$ cat src/hdl/exec_map.vh
// Constants for the exchange, translate and exclusive-OR execution unit
// Operation
// - Exchange swaps reg/mem, 3 or 5 clocks
// - 90+reg swaps register with accumulator, 3 clocks
// - Bus lock held through every exchange
// - Exchange into non-writable segment faults GP(0)
// - Illegal address: GP(0), stack segment SS(0)
// - Translate loads low accumulator from table, 5 clocks
// - Exclusive OR result replaces first operand
// - Exclusive OR clears OF, CF; sets SF, ZF, PF
// - Exclusive OR takes 2/7, accumulator and immediate-to-register forms 3
// - Exclusive OR into non-writable destination faults GP(0)
// - Saved pointer marks first prefix byte
// - Range check outside limits raises vector 5
// - Undefined opcode raises vector 6
// - Escape with emulate, wait with switched: 7
// - Table limit 20H-43H raises 8; resets 3FFH
// - Coprocessor transfer past FFFFH raises vector 9
// - Word access at offset FFFFH raises 13
// - Coprocessor op with error pin raises 16
// - Bad push/pop memory encodings raise 13
// - Code segment loads never happen; vector 6
// - Coprocessor pointer marks leading prefixes
`ifndef EXEC_MAP_VH
`define EXEC_MAP_VH
`define OPC_EXCHANGE_OP_B 8'h86
`define OPC_EXCHANGE_OP_W 8'h87
`define OPC_EXCHANGE_OP_ACC 5'h12
`define OPC_TABLE_TRANSLATE_OP 8'hD7
`define OPC_XOR_RM 6'h0C
`define OPC_XOR_AL 8'h34
`define OPC_XOR_AX 8'h35
`define OPC_GRP_B 8'h80
`define OPC_GRP_W 8'h81
`define EXT_XOR 3'h6
`define OPC_ESC 5'h1B
`define OPC_WAIT 8'h9B
`define OPC_POP_MEM 8'h8F
`define OPC_GRP_FF 8'hFF
`define OPC_MOV_SREG 8'h8E
`define EXT_POP 3'h0
`define EXT_FF_BAD 3'h7
`define SREG_CS 3'h1
`define CLK_EXCHANGE_OP_REG 4'h3
`define CLK_EXCHANGE_OP_MEM 4'h5
`define CLK_EXCHANGE_OP_ACC 4'h3
`define CLK_TABLE_TRANSLATE_OP 4'h5
`define CLK_XOR_REG 4'h2
`define CLK_XOR_MEM 4'h7
`define CLK_XOR_ACC 4'h3
`define CLK_XOR_IMM 4'h3
`define VEC_BOUND 8'h05
`define VEC_UNDEF 8'h06
`define VEC_NO_COPRO 8'h07
`define VEC_IDT_LIMIT 8'h08
`define VEC_COPRO_SEG 8'h09
`define VEC_STACK 8'h0C
`define VEC_GPROT 8'h0D
`define VEC_COPRO_ERR 8'h10
`define IDT_LIM_RESET 16'h03FF
`define IDT_LIM_LO 16'h0020
`define IDT_LIM_HI 16'h0043
`define OFS_MAX 16'hFFFF
`define ERR_CODE_ZERO 16'h0000
`endif

$ cat src/hdl/exchange_op_table_translate_op_xor_exec.v
// Execution unit: exchange, table translate, exclusive OR and exceptions
`timescale 1ns/1ps
`default_nettype none
`include "exec_map.vh"
module exchange_op_table_translate_op_xor_exec (
  input wire REF_CLK,
  input wire RST_N,
  input wire START,
  input wire [7:0] OPCODE,
  input wire [7:0] MODRM,
  input wire HAS_MEM,
  input wire [15:0] OPND_DST,
  input wire [15:0] OPND_SRC,
  input wire [15:0] BX_VALUE,
  input wire [7:0] MEM_RDATA,
  input wire [15:0] INSTR_CS,
  input wire [15:0] INSTR_IP,
  input wire PROT_MODE,
  input wire MEM_WRITABLE,
  input wire EA_ILLEGAL,
  input wire EA_IN_STACK,
  input wire [15:0] EA_OFFSET,
  input wire MSW_EM,
  input wire MSW_TS,
  input wire ERROR_N,
  input wire UNDEF_OP,
  input wire BOUND_OP,
  input wire [15:0] BOUND_VALUE,
  input wire [15:0] BOUND_LOWER,
  input wire [15:0] BOUND_UPPER,
  input wire LOAD_INTERRUPT_TABLE_OP_OP,
  input wire [15:0] LOAD_INTERRUPT_TABLE_OP_LIMIT,
  input wire NPX_XFER,
  input wire [15:0] NPX_OFFSET,
  input wire [15:0] NPX_LEN,
  output reg BUSY,
  output reg DONE,
  output reg LOCK,
  output reg MEM_RD,
  output reg [15:0] TABLE_TRANSLATE_OP_OFFSET,
  output reg [15:0] RESULT_DST,
  output reg [15:0] RESULT_SRC,
  output reg DST_WE,
  output reg SRC_WE,
  output reg FLAGS_WE,
  output reg FLAG_OF,
  output reg FLAG_SF,
  output reg FLAG_ZF,
  output reg FLAG_PF,
  output reg FLAG_CF,
  output reg FAULT,
  output reg [7:0] FAULT_VECTOR,
  output reg FAULT_HAS_CODE,
  output reg [15:0] FAULT_CODE,
  output reg [15:0] SAVED_CS,
  output reg [15:0] SAVED_IP,
  output reg [15:0] IDT_LIMIT,
  output reg [15:0] NPX_PTR_CS,
  output reg [15:0] NPX_PTR_IP
);
  localparam S_IDLE = 1'b0;
  localparam S_RUN = 1'b1;
  localparam [1:0] K_NONE = 2'b00;
  localparam [1:0] K_EXCHANGE_OP = 2'b01;
  localparam [1:0] K_TABLE_TRANSLATE_OP = 2'b10;
  localparam [1:0] K_XOR = 2'b11;

  ////////////////////////////////////////////////////////////////////////////
  // Decode
  wire [2:0] ext = MODRM[5:3];
  wire is_exchange_op_rm = (OPCODE == `OPC_EXCHANGE_OP_B) || (OPCODE == `OPC_EXCHANGE_OP_W);
  wire is_exchange_op_acc = (OPCODE[7:3] == `OPC_EXCHANGE_OP_ACC);
  wire is_table_translate_op = (OPCODE == `OPC_TABLE_TRANSLATE_OP);
  wire is_xor_rm = (OPCODE[7:2] == `OPC_XOR_RM);
  wire is_xor_acc = (OPCODE == `OPC_XOR_AL) || (OPCODE == `OPC_XOR_AX);
  wire is_xor_imm = ((OPCODE == `OPC_GRP_B) || (OPCODE == `OPC_GRP_W)) && (ext == `EXT_XOR);
  wire is_xor = is_xor_rm || is_xor_acc || is_xor_imm;
  wire is_esc = (OPCODE[7:3] == `OPC_ESC);
  wire word_op = is_exchange_op_acc ? 1'b1 : (is_table_translate_op ? 1'b0 : OPCODE[0]);
  // Only memory destinations can sit in a read-only segment
  wire mem_dst = is_exchange_op_rm || ((is_xor_rm && !OPCODE[1]) || is_xor_imm);

  reg [1:0] kind;
  reg [3:0] clocks;
  always @*
    begin
    kind = K_NONE;
    clocks = 4'h1;
    if (is_exchange_op_rm) begin
      kind = K_EXCHANGE_OP;
      clocks = HAS_MEM ? `CLK_EXCHANGE_OP_MEM : `CLK_EXCHANGE_OP_REG;
    end else if (is_exchange_op_acc) begin
      kind = K_EXCHANGE_OP;
      clocks = `CLK_EXCHANGE_OP_ACC;
    end else if (is_table_translate_op) begin
      kind = K_TABLE_TRANSLATE_OP;
      clocks = `CLK_TABLE_TRANSLATE_OP;
    end else if (is_xor) begin
      kind = K_XOR;
      if (is_xor_acc)
        clocks = `CLK_XOR_ACC;
      else if (HAS_MEM)
        clocks = `CLK_XOR_MEM;
      else if (is_xor_imm)
        clocks = `CLK_XOR_IMM;
      else
        clocks = `CLK_XOR_REG;
    end
  end

  ////////////////////////////////////////////////////////////////////////////
  // Exception detection
  wire copro_err_n;
  pin_sync #(
    .WIDTH(1),
    .INIT(1'b1)
  ) u_err_sync (
    .clk(REF_CLK),
    .rst_n(RST_N),
    .d(ERROR_N),
    .q(copro_err_n)
  );

  wire bound_out = ($signed(BOUND_VALUE) < $signed(BOUND_LOWER)) ||
                   ($signed(BOUND_VALUE) > $signed(BOUND_UPPER));
  wire [16:0] npx_end = {1'b0, NPX_OFFSET} + {1'b0, NPX_LEN};
  // A transfer may end exactly on the last byte of the segment
  wire npx_over = (NPX_LEN != 16'h0000) && (npx_end > {1'b0, `OFS_MAX} + 17'h00001);
  wire flt;
  wire [7:0] flt_vec;
  wire flt_code;

  fault_select u_fault (
    .opcode(OPCODE),
    .modrm(MODRM),
    .has_mem(HAS_MEM),
    .word_op(word_op),
    .dst_write(mem_dst),
    .prot_mode(PROT_MODE),
    .mem_writable(MEM_WRITABLE),
    .ea_illegal(EA_ILLEGAL),
    .ea_in_stack(EA_IN_STACK),
    .ea_offset(EA_OFFSET),
    .msw_em(MSW_EM),
    .msw_ts(MSW_TS),
    .copro_err(!copro_err_n),
    .undef_op(UNDEF_OP),
    .bound_op(BOUND_OP),
    .bound_out(bound_out),
    .load_interrupt_table_op_op(LOAD_INTERRUPT_TABLE_OP_OP),
    .load_interrupt_table_op_limit(LOAD_INTERRUPT_TABLE_OP_LIMIT),
    .npx_xfer(NPX_XFER),
    .npx_over(npx_over),
    .fault(flt),
    .vector(flt_vec),
    .has_code(flt_code)
  );

  ////////////////////////////////////////////////////////////////////////////
  // Execution sequencer
  reg state_r;
  reg [3:0] cnt_r;
  reg [1:0] kind_r;
  reg word_r;
  reg [15:0] dst_r;
  reg [15:0] src_r;

  wire accept = START && (state_r == S_IDLE);
  wire finish = (state_r == S_RUN) && (cnt_r == 4'h1);
  wire [15:0] xor_full = dst_r ^ src_r;
  wire [15:0] xor_res = word_r ? xor_full : {8'h00, xor_full[7:0]};
  wire [15:0] dst_trim = word_r ? dst_r : {8'h00, dst_r[7:0]};
  wire [15:0] src_trim = word_r ? src_r : {8'h00, src_r[7:0]};

  always @(posedge REF_CLK or negedge RST_N) begin
    if (!RST_N) begin
      state_r <= S_IDLE;
      cnt_r <= 4'h0;
      kind_r <= K_NONE;
      word_r <= 1'b0;
      dst_r <= 16'h0000;
      src_r <= 16'h0000;
      BUSY <= 1'b0;
      DONE <= 1'b0;
      LOCK <= 1'b0;
      MEM_RD <= 1'b0;
      TABLE_TRANSLATE_OP_OFFSET <= 16'h0000;
      RESULT_DST <= 16'h0000;
      RESULT_SRC <= 16'h0000;
      DST_WE <= 1'b0;
      SRC_WE <= 1'b0;
      FLAGS_WE <= 1'b0;
      FLAG_OF <= 1'b0;
      FLAG_SF <= 1'b0;
      FLAG_ZF <= 1'b0;
      FLAG_PF <= 1'b0;
      FLAG_CF <= 1'b0;
      FAULT <= 1'b0;
      FAULT_VECTOR <= 8'h00;
      FAULT_HAS_CODE <= 1'b0;
      FAULT_CODE <= `ERR_CODE_ZERO;
      SAVED_CS <= 16'h0000;
      SAVED_IP <= 16'h0000;
      IDT_LIMIT <= `IDT_LIM_RESET;
      NPX_PTR_CS <= 16'h0000;
      NPX_PTR_IP <= 16'h0000;
    end else begin
      DONE <= 1'b0;
      DST_WE <= 1'b0;
      SRC_WE <= 1'b0;
      FLAGS_WE <= 1'b0;
      FAULT <= 1'b0;
      case (state_r)
        S_IDLE: begin
          if (accept) begin
            SAVED_CS <= INSTR_CS;
            SAVED_IP <= INSTR_IP;
            // limit is loaded even when it faults
            if (LOAD_INTERRUPT_TABLE_OP_OP)
              IDT_LIMIT <= LOAD_INTERRUPT_TABLE_OP_LIMIT;
            if (flt) begin
              // no writes or flags on a fault
              FAULT <= 1'b1;
              DONE <= 1'b1;
              FAULT_VECTOR <= flt_vec;
              FAULT_HAS_CODE <= flt_code;
              FAULT_CODE <= `ERR_CODE_ZERO;
            end else if (kind == K_NONE) begin
              DONE <= 1'b1;
              if (is_esc) begin
                NPX_PTR_CS <= INSTR_CS;
                NPX_PTR_IP <= INSTR_IP;
              end
            end else begin
              state_r <= S_RUN;
              BUSY <= 1'b1;
              cnt_r <= clocks - 4'h1;
              kind_r <= kind;
              word_r <= word_op;
              dst_r <= OPND_DST;
              src_r <= OPND_SRC;
              LOCK <= (kind == K_EXCHANGE_OP);
              MEM_RD <= (kind == K_TABLE_TRANSLATE_OP);
              // table address from base plus index
              TABLE_TRANSLATE_OP_OFFSET <= BX_VALUE + {8'h00, OPND_DST[7:0]};
            end
          end
        end
        S_RUN: begin
          if (finish) begin
            state_r <= S_IDLE;
            BUSY <= 1'b0;
            DONE <= 1'b1;
            LOCK <= 1'b0;
            MEM_RD <= 1'b0;
            case (kind_r)
              K_EXCHANGE_OP: begin
                RESULT_DST <= src_trim;
                RESULT_SRC <= dst_trim;
                DST_WE <= 1'b1;
                SRC_WE <= 1'b1;
              end
              K_TABLE_TRANSLATE_OP: begin
                // table byte goes to the low byte, the high byte of the result is zero
                RESULT_DST <= {8'h00, MEM_RDATA};
                DST_WE <= 1'b1;
              end
              K_XOR: begin
                RESULT_DST <= xor_res;
                DST_WE <= 1'b1;
                FLAGS_WE <= 1'b1;
                FLAG_OF <= 1'b0;
                FLAG_CF <= 1'b0;
                FLAG_SF <= word_r ? xor_res[15] : xor_res[7];
                FLAG_ZF <= (xor_res == 16'h0000);
                FLAG_PF <= ~^xor_res[7:0];
              end
              default: begin
                RESULT_DST <= RESULT_DST;
              end
            endcase
          end else begin
            cnt_r <= cnt_r - 4'h1;
          end
        end
        default: begin
          state_r <= S_IDLE;
          BUSY <= 1'b0;
          LOCK <= 1'b0;
          MEM_RD <= 1'b0;
        end
      endcase
    end
  end
endmodule // exchange_op_table_translate_op_xor_exec
`default_nettype wire

$ cat src/hdl/pin_sync.v
// Two flip-flop synchroniser for asynchronous pins
`timescale 1ns/1ps
`default_nettype none
module pin_sync #(
  parameter WIDTH = 1,
  parameter [WIDTH-1:0] INIT = {WIDTH{1'b0}}
) (
  input wire clk,
  input wire rst_n,
  input wire [WIDTH-1:0] d,
  output reg [WIDTH-1:0] q
);
  reg [WIDTH-1:0] meta_r;

  // First stage feeds only the second stage
  always @(posedge clk or negedge rst_n) begin
    if (!rst_n) begin
      meta_r <= INIT;
      q <= INIT;
    end else begin
      meta_r <= d;
      q <= meta_r;
    end
  end
endmodule // pin_sync
`default_nettype wire

$ cat src/hdl/fault_select.v
// Prioritised exception detection for one instruction
`timescale 1ns/1ps
`default_nettype none
`include "exec_map.vh"
module fault_select (
  input wire [7:0] opcode,
  input wire [7:0] modrm,
  input wire has_mem,
  input wire word_op,
  input wire dst_write,
  input wire prot_mode,
  input wire mem_writable,
  input wire ea_illegal,
  input wire ea_in_stack,
  input wire [15:0] ea_offset,
  input wire msw_em,
  input wire msw_ts,
  input wire copro_err,
  input wire undef_op,
  input wire bound_op,
  input wire bound_out,
  input wire load_interrupt_table_op_op,
  input wire [15:0] load_interrupt_table_op_limit,
  input wire npx_xfer,
  input wire npx_over,
  output reg fault,
  output reg [7:0] vector,
  output reg has_code
);
  wire [2:0] ext = modrm[5:3];
  wire is_esc = (opcode[7:3] == `OPC_ESC);
  wire is_wait = (opcode == `OPC_WAIT);

  // Earlier branches win when several causes coincide
  always @* begin
    fault = 1'b1;
    vector = `VEC_UNDEF;
    has_code = 1'b0;
    if (undef_op) begin
      vector = `VEC_UNDEF;
    end else if (opcode == `OPC_MOV_SREG && ext == `SREG_CS) begin
      vector = `VEC_UNDEF;
    end else if ((opcode == `OPC_POP_MEM && ext != `EXT_POP) ||
                 (opcode == `OPC_GRP_FF && ext == `EXT_FF_BAD)) begin
      vector = `VEC_GPROT;
    end else if ((is_esc && msw_em) || (is_wait && msw_ts)) begin
      vector = `VEC_NO_COPRO;
    end else if ((is_esc || is_wait) && copro_err) begin
      vector = `VEC_COPRO_ERR;
    end else if (bound_op && bound_out) begin
      vector = `VEC_BOUND;
    end else if (load_interrupt_table_op_op && load_interrupt_table_op_limit >= `IDT_LIM_LO && load_interrupt_table_op_limit <= `IDT_LIM_HI) begin
      vector = `VEC_IDT_LIMIT;
    end else if (prot_mode && has_mem && ea_illegal) begin
      vector = ea_in_stack ? `VEC_STACK : `VEC_GPROT;
      has_code = 1'b1;
    end else if (prot_mode && has_mem && dst_write && !mem_writable) begin
      vector = `VEC_GPROT;
      has_code = 1'b1;
    end else if (has_mem && word_op && ea_offset == `OFS_MAX) begin
      vector = `VEC_GPROT;
    end else if (npx_xfer && npx_over) begin
      vector = `VEC_COPRO_SEG;
    end else begin
      fault = 1'b0;
    end
  end
endmodule // fault_select
`default_nettype wire

$ cat config.mk
export PLATFORM = sky130hd
export DESIGN_NAME = exchange_op_table_translate_op_xor_exec
export DESIGN_NICKNAME = d
export VERILOG_FILES = /design/src/hdl/exchange_op_table_translate_op_xor_exec.v /design/src/hdl/pin_sync.v /design/src/hdl/fault_select.v
export VERILOG_INCLUDE_DIRS = /design/src /design/src/hdl
export SDC_FILE = /design/constraint.sdc
export NUM_CORES = 1
export LEC_CHECK = 0
export BUFFER_PORTS_ARGS = -buffer_cell sky130_fd_sc_hd__buf_4
export CORE_AREA = 10 10 164 166
export DETAILED_ROUTE_END_ITERATION = 16
export DIE_AREA = 0 0 174 176
export GPL_ROUTABILITY_DRIVEN = 0
export PLACE_DENSITY = 0.76
export REMOVE_ABC_BUFFERS = 1
export SLEW_MARGIN = 40
export SYNTH_ARGS = -nofsm -noshare
export SYNTH_HDL_FRONTEND = slang
export SYNTH_HIERARCHICAL = 1
export SYNTH_SLANG_ARGS = --single-unit
$ cat constraint.sdc
create_clock -name REF_CLK -period 2.7 [get_ports REF_CLK]
set_clock_uncertainty 0.2 [all_clocks]
set_input_delay 0.27 -clock REF_CLK [delete_from_list [all_inputs] [get_ports REF_CLK]]
set_output_delay 0.27 -clock REF_CLK [all_outputs]
set_load 0.02 [all_outputs]
==> flow_summary.json, run 1 <==
{
  "crit_buf_inv": 4,
  "synth_flop_cell": "dfrtp_1",
  "htreeDepth": 4,
  "async_reset_ff_share_pct": 100,
  "clk-insertion-delay-late_ns": 0.44,
  "final_net_count": 2024,
  "yosysMostFrequentCell": "nand2_1",
  "dieArea_um2": 30600,
  "maxCapViolations": 0,
  "initial_core_util_pct": 44.0,
  "cp_max_fo": 8,
  "cts_tree": "yes",
  "ioPinCount": 397,
  "dp_hpwl_um": 28900,
  "period_needed_ns": 3.77,
  "port_buffers": 373,
  "critPathSlowestCell": "or3_4",
  "ant_nets": 0,
  "ir_worst_vdd_uv": 356,
  "clock-sinks": 190,
  "synth_common_cells": "295 x nand2_1, 178 x dfrtp_1, 102 x o21ai_0, 64 x inv_1, 62 x ha_1",
  "grt_overflow": 0,
  "hold_violations": 0,
  "drive_gt1_share_pct": 42.8,
  "critPathTopFamily": "compound AO/OA/AOI/OAI gates",
  "synthTopCellsByArea": "dfrtp_1 42%, nand2_1 11%, ha_1 7.4%, mux2_2 6.0%, o21ai_0 4.9%",
  "fin_hold_ws_ns": 0.0937,
  "grt_pass1_vias": 11516,
  "final_core_utilization_pct": 72.8,
  "drt_iter0_markers": 822,
  "violations": "negative setup slack",
  "grt_use_total_pct": 26.1,
  "routed_wl_um": 43800,
  "finalPower_mw": 10.8,
  "antenna_found_initial": 2,
  "die_x_um": 174,
  "outcome": "complete, but fails checks",
  "p_leak_nw": 8.80,
  "ys_warn_count": 6,
  "vias": 11107,
  "slowest_delay_ns": 0.45,
  "clock_path_buffers": 2,
  "worstMarginPinSlew_ns": 0.771,
  "setup_ws_ns": -1.07,
  "core_region_area_um2": 23800,
  "dieHeight_um": 176,
  "synth_area_um2": 10500,
  "setup_violations": 102,
  "ys_types": 76,
  "wl_per_cell_um": 21.2,
  "cp-start-kind": "input port",
  "critPathRequiredTime_ns": 2.83,
  "grt_max_degree": 58,
  "cts_root_buf": "clkbuf_16",
  "hp-class": "in2reg",
  "powerDensity_nw_per_um2": 623,
  "ys_seq_area_share_pct": 45.5,
  "rows": 57,
  "synthCells": 1135,
  "fmax_ghz": 0.265,
  "avgSynthCellArea_um2": 9.24,
  "numCtsBuffers": 17,
  "maxSlewViolCount": 0,
  "drtPass1Iterations": 7,
  "viasPerCell": 5.37,
  "worst_ep_arrival_time_ns": 3.90,
  "synth.top_cell.area_share_pct": 42.5,
  "rsz0062_at_grt": "true",
  "yosys.area.top_type": "dfrtp_1",
  "max_slew_margin_pct": 48.6,
  "end_kind": "flop",
  "drc": 0,
  "crit_type": "in2reg",
  "crit_chain": "buf_4 > ha_1 > a211o_1 > o22ai_1 > o31ai_2 > a21boi_1 > o31a_1 > o21ai_1 > xnor2_1 > a41oi_1 > nand2_1 > o211ai_2 > or3_4 > buf_6 > a211o_4 > buf_12 > buf_16 > nand2_4 > nand2_2",
  "path_clk_slew_ns": 0.09,
  "grt_pass1_wl_um": 64200,
  "synth_edf_count": 0,
  "fin_crit_sh_pct": 140,
  "ys_seq_elements": 190,
  "area_growth_pct": 65.4
}
## tightest hold or removal path, stage by stage
cell,delay (ns)
buf_4,0.09
nand2_1,0.05
mux2i_1,0.14
o22a_1,0.14
## timing repair
| action | CTS | global route |
|---|---|---|
| endpoints found under the setup margin | 102 | 102 |
| endpoints found under the hold margin | 175 | 0 |
| pin swaps | 39 | 50 |
| hold buffers | 91 | 0 |
| buffers inserted | 15 | 10 |
| gates resized for setup | 129 | 130 |
| cloned | 13 | 3 |
## cell usage in the layout, fill, tap and decap left out, types with 12 or more instances in the layout
master / instances
nand2_2: 31
o21ai_1: 13
nand4_1: 20
nand2_1: 236
buf_6: 15
dlygate4sd3_1: 91
a21oi_1: 27
a21o_1: 20
o21ai_0: 71
dfrtp_1: 178
inv_1: 63
nand3_1: 16
nor2_1: 25
xnor2_1: 19
buf_4: 481
ha_1: 61
xor2_1: 17
o21ai_2: 20
nand2_4: 29
clkbuf_16: 20
mux2_2: 21
mux2_4: 37
conb_1: 21
dfstp_2: 12
buf_12: 15
## per-layer routing
| metal | part of all wire (%) | global-route usage (%) |
|---|---|---|
| met1 | 37 | 29.1 |
| met2 | 51 | 46.8 |
| met3 | 7.4 | 6.79 |
| met4 | 4.5 | 10.8 |
| met5 | 0 | 0 |
## kinds of logic (layout without fill, tap and decap cells)
kind of cell	count (synthesis)	after routing	synth area share, %
and+or+nand+nor	429	429	18.3
DFF	190	190	45.5
muxes	64	64	6.80
adders and majority gates	64	64	7.78
buffers and inverters	128	716	5.48
other	2	23	0.0716
AOI/OAI and AO/OA	221	221	13.0
xor gates and xnor gates	37	37	3.09
## area by class of cell
| type | instances | area [um2] |
|---|---|---|
| clock buffer | 17 | 425 |
| antenna | 2 | 5.00 |
| clock inverter | 15 | 216 |
| inverter | 66 | 248 |
| tap | 324 | 405 |
| timing repair buffer | 618 | 5370 |
| multi-input combinational | 836 | 5900 |
| sequential | 190 | 4770 |
| fill | 1667 | 6480 |
## metrics by stage
stage | setup TNS, ns | worst slack, ns | std cells | cell area (um2)
finish | -99.19 | -1.07 | 2068 | 17300
global route | -114.79 | -1.21 | 2068 | 17300
CTS | -104.20 | -1.12 | 2061 | 16900
detailed placement | -165.15 | -1.79 | 1910 | 14500
global placement | -153.86 | -1.66 | 1910 | 14500
floorplan | -246.42 | -3.34 | 1092 | 10200
## flip-flops by register name (all words and copies together) (netlist names), 4 cells and up
| signal | flops |
|---|---|
| IDT_LIMIT | 16 |
| NPX_PTR_IP | 16 |
| cnt_r | 4 |
| src_r | 16 |
| FAULT_VECTOR | 8 |
| NPX_PTR_CS | 16 |
| RESULT_SRC | 16 |
| RESULT_DST | 16 |
| SAVED_CS | 16 |
| TABLE_TRANSLATE_OP_OFFSET | 16 |
| dst_r | 16 |
| SAVED_IP | 16 |
## power by group
group	switching [mW]	total (mW)	internal (mW)
clock network	1.34	2.71	1.36
registers	0.527	3.99	3.47
logic	2.19	4.11	1.92
total	4.06	10.8	6.75
## final timing paths
kind,start,to,slack [ns],cells after the start
worst max-delay path,NPX_OFFSET[6],dst_r[7]$_DFFE_PN0P_,-1.07,19
max in group asynchronous,RST_N,FAULT_VECTOR[6]$_DFFE_PN0P_,1.36,3
worst min-delay path,START,cnt_r[2]$_DFFE_PN0P_,0.09,4
worst min register to register,u_err_sync/meta_r$_DFF_PN1_,u_err_sync/q$_DFF_PN1_,0.16,0
min in group asynchronous,RST_N,dst_r[9]$_DFFE_PN0P_,0.18,2
worst max register to register,u_err_sync/q$_DFF_PN1_,dst_r[7]$_DFFE_PN0P_,0.19,10
(Power assumes the default switching activity.)
==> run 2, diff against run 1 <==
- ABC_AREA: not set -> 1
- CORE_AREA: 10 10 164 166 -> 10 10 165 167
- DIE_AREA: 0 0 174 176 -> 0 0 175 177
- PLACE_DENSITY: 0.76 -> 0.77
==> run 2 against run 1 <==
Effect of this change: the run still ends with negative setup slack left; largest power group is now sequential cells; die area up 1.1%; synthesized cell count is 23% higher; sequential power is 12% lower; final area grew 0.45%.
==> flow_summary.json, run 2 <==
{
  "r2r_cells": 8,
  "ir_worst_vdd_uv": 371,
  "violations": "negative setup slack",
  "clock-sinks": 190,
  "setup_ws_ns": -0.425,
  "synth.top_cell.area_share_pct": 41.1,
  "clk-insertion-delay-late_ns": 0.43,
  "p_leak_nw": 9.22,
  "ys_seq_area_share_pct": 44.0,
  "wl_per_cell_um": 18.9,
  "drive_gt1_share_pct": 37.6,
  "cp_max_fo": 8,
  "dieHeight_um": 177,
  "min_from": "BX_VALUE[1]",
  "grt_overflow": 0,
  "avgSynthCellArea_um2": 7.75,
  "cts_tree": "yes",
  "fin_crit_sh_pct": 116,
  "area_growth_pct": 60.6,
  "ys_warn_count": 6,
  "hold_violations": 0,
  "async_reset_ff_share_pct": 100,
  "critPathTopFamily": "simple AND/OR/NAND/NOR gates",
  "numCtsBuffers": 17,
  "grt_use_total_pct": 24.5,
  "grt_pass1_wl_um": 61700,
  "final_cells": 2292,
  "synthCells": 1399,
  "rows": 57,
  "synth_area_um2": 10800,
  "grt_max_degree": 74,
  "port_buffers": 373,
  "fin_tns_setup_ns": -33.52,
  "antenna_found_initial": 2,
  "hp-class": "in2reg",
  "drt_iter0_markers": 860,
  "pwr-share-seq_pct": 39.4,
  "synthTopCellsByArea": "dfrtp_1 41%, nand2_1 15%, ha_1 7.2%, o21ai_0 6.1%, inv_1 5.8%",
  "intPower_mw": 5.85,
  "crit_top_cell": "nand2_1",
  "yosysMostFrequentCell": "nand2_1",
  "clock_path_buffers": 2,
  "rsz0062_at_grt": "true",
  "htreeDepth": 4,
  "worstMarginPinSlew_ns": 0.821,
  "drtPass1Iterations": 6,
  "setup_violations": 102,
  "outcome": "complete, but fails checks",
  "hold_end": "TABLE_TRANSLATE_OP_OFFSET[1]$_DFFE_PN0P_",
  "fin_hold_ws_ns": 0.0919,
  "pwr-share-clk_pct": 28.7,
  "ioPinCount": 397,
  "drc": 0,
  "powerDensity_nw_per_um2": 514,
  "whs_path_depth": 4,
  "reg2reg_slack_ns": 0.29,
  "critPathRequiredTime_ns": 2.81,
  "cts_root_buf": "clkbuf_16",
  "layout_common_cells": "434 x buf_4, 342 x nand2_1, 178 x dfrtp_1",
  "final_common_cell": "buf_4",
  "cp-start-kind": "input port",
  "routed_wl_um": 43200,
  "initial_core_util_pct": 45.3,
  "crit_start": "NPX_LEN[0]",
  "core_region_area_um2": 24000,
  "dp_slack_ns": -1.02,
  "p_sw_mw": 3.11,
  "maxSlewViolCount": 0,
  "final_core_utilization_pct": 72.7,
  "ant_nets": 0,
  "ys_seq_elements": 190,
  "fmax_ghz": 0.320,
  "slowest_delay_ns": 0.40,
  "grt_pass1_vias": 11753,
  "p_sw_share_pct": 34.7,
  "dieArea_um2": 31000,
  "rr_endpoint": "RESULT_SRC[4]$_DFFE_PN0P_",
  "max_slew_margin_pct": 45.2,
  "yosys.area.top_type": "dfrtp_1",
  "viasPerCell": 5.18,
  "critPathSlowestCell": "fa_2",
  "crit_buf_inv": 5,
  "ys_types": 48,
  "final_cell_area_um2": 17400,
  "synth_edf_count": 0,
  "dpl_cell_area_um2": 14400,
  "synth_common_cells": "436 x nand2_1, 178 x dfrtp_1, 169 x inv_1, 133 x o21ai_0, 89 x nor2_1",
  "timing.rr.start": "cnt_r[1]$_DFFE_PN0P_",
  "vias": 11865,
  "die_x_um": 175,
  "dp_cells": 2127,
  "finalPower_mw": 8.96,
  "maxCapViolations": 0,
  "p_comb_share_pct": 31.9,
  "period_needed_ns": 3.12,
  "synth_flop_cell": "dfrtp_1",
  "path_clk_slew_ns": 0.08,
  "worst_ep_arrival_time_ns": 3.24,
  "final_net_count": 2249,
  "crit_type": "in2reg",
  "dp_hpwl_um": 28000,
  "end_kind": "flop"
}
-- run 2: cell types whose count changed in the layout (fill, tap and decap cells not counted), moves of 21 or more --
cell / previous run / this run
buf_4: 481 / 434
inv_1: 63 / 165
mux2_4: 37 / 0
nand2_1: 236 / 342
nand2_2: 31 / 52
nand3_1: 16 / 62
nor2_1: 25 / 77
o21ai_2: 20 / 42
-- run 2: routing by layer --
metal	vias to the layer above	track usage (%)	share of wire [%]
met3	105	6.08	7.4
met1	5600	28.8	38
met5	-	0	0
li1	5594	-	-
met4	0	7.77	3.2
met2	566	43.2	51
-- run 2: cell families (layout without fill, tap and decap cells) --
group	count (synthesis)	count (layout)	synth area share (%)
and+or+nand+nor	662	663	25.5
buffers and inverters	232	779	9.17
AOI/OAI and AO/OA	216	216	10.7
DFF	190	190	44.0
adders and majority gates	64	64	7.52
xor gates and xnor gates	17	17	1.37
muxes	16	16	1.66
other	2	23	0.0692
-- run 2: power by group through the flow --
stage / clock, mW / combinational (mW) / sequential, mW
3_3_place_gp: 0 / 2.35 / 3.51
5_1_grt: 2.72 / 3.12 / 3.56
3_5_place_dp: 0 / 2.42 / 3.52
2_1_floorplan: 0 / 1.08 / 3.72
6_report: 2.57 / 2.86 / 3.53
4_1_cts: 2.60 / 2.60 / 3.47
-- run 2: final cells by class --
type	count	area [um2]
Antenna cell	2	5.00
Timing Repair inverter	1	6.26
Clock buffer	17	425
Tap cell	324	405
Clock inverter	14	171
Inverter	176	673
Sequential cell	190	4770
Multi-Input combinational cell	997	6010
Fill cell	1629	6540
Timing Repair Buffer	571	4950
-- run 2: worst max-delay path by stage --
stage | cells past startpoint | to | slack (ns)
CTS | 26 | NPX_PTR_CS[6]$_DFFE_PN0P_ | -0.37
global placement | 25 | dst_r[7]$_DFFE_PN0P_ | -0.90
global route | 26 | NPX_PTR_CS[10]$_DFFE_PN0P_ | -0.64
finish | 26 | NPX_PTR_IP[7]$_DFFE_PN0P_ | -0.42
detailed placement | 26 | FAULT_VECTOR[2]$_DFFE_PN0P_ | -1.02
floorplan | 22 | NPX_PTR_CS[0]$_DFFE_PN0P_ | -1.66
-- run 2: repair_timing --
action                                 in CTS  in global routing
resized for setup                          59                261
buffers inserted                           19                  5
endpoints found under the hold margin     200                  0
setup endpoints to repair                 102                102
pin swaps                                  24                 29
gates cloned                                6                 13
hold buffers                               99                  0
-- run 2: tightest hold or removal path, stage by stage --
cell     delay (ns)
buf_4          0.12
inv_1          0.06
fa_1           0.18
o21ai_2        0.06
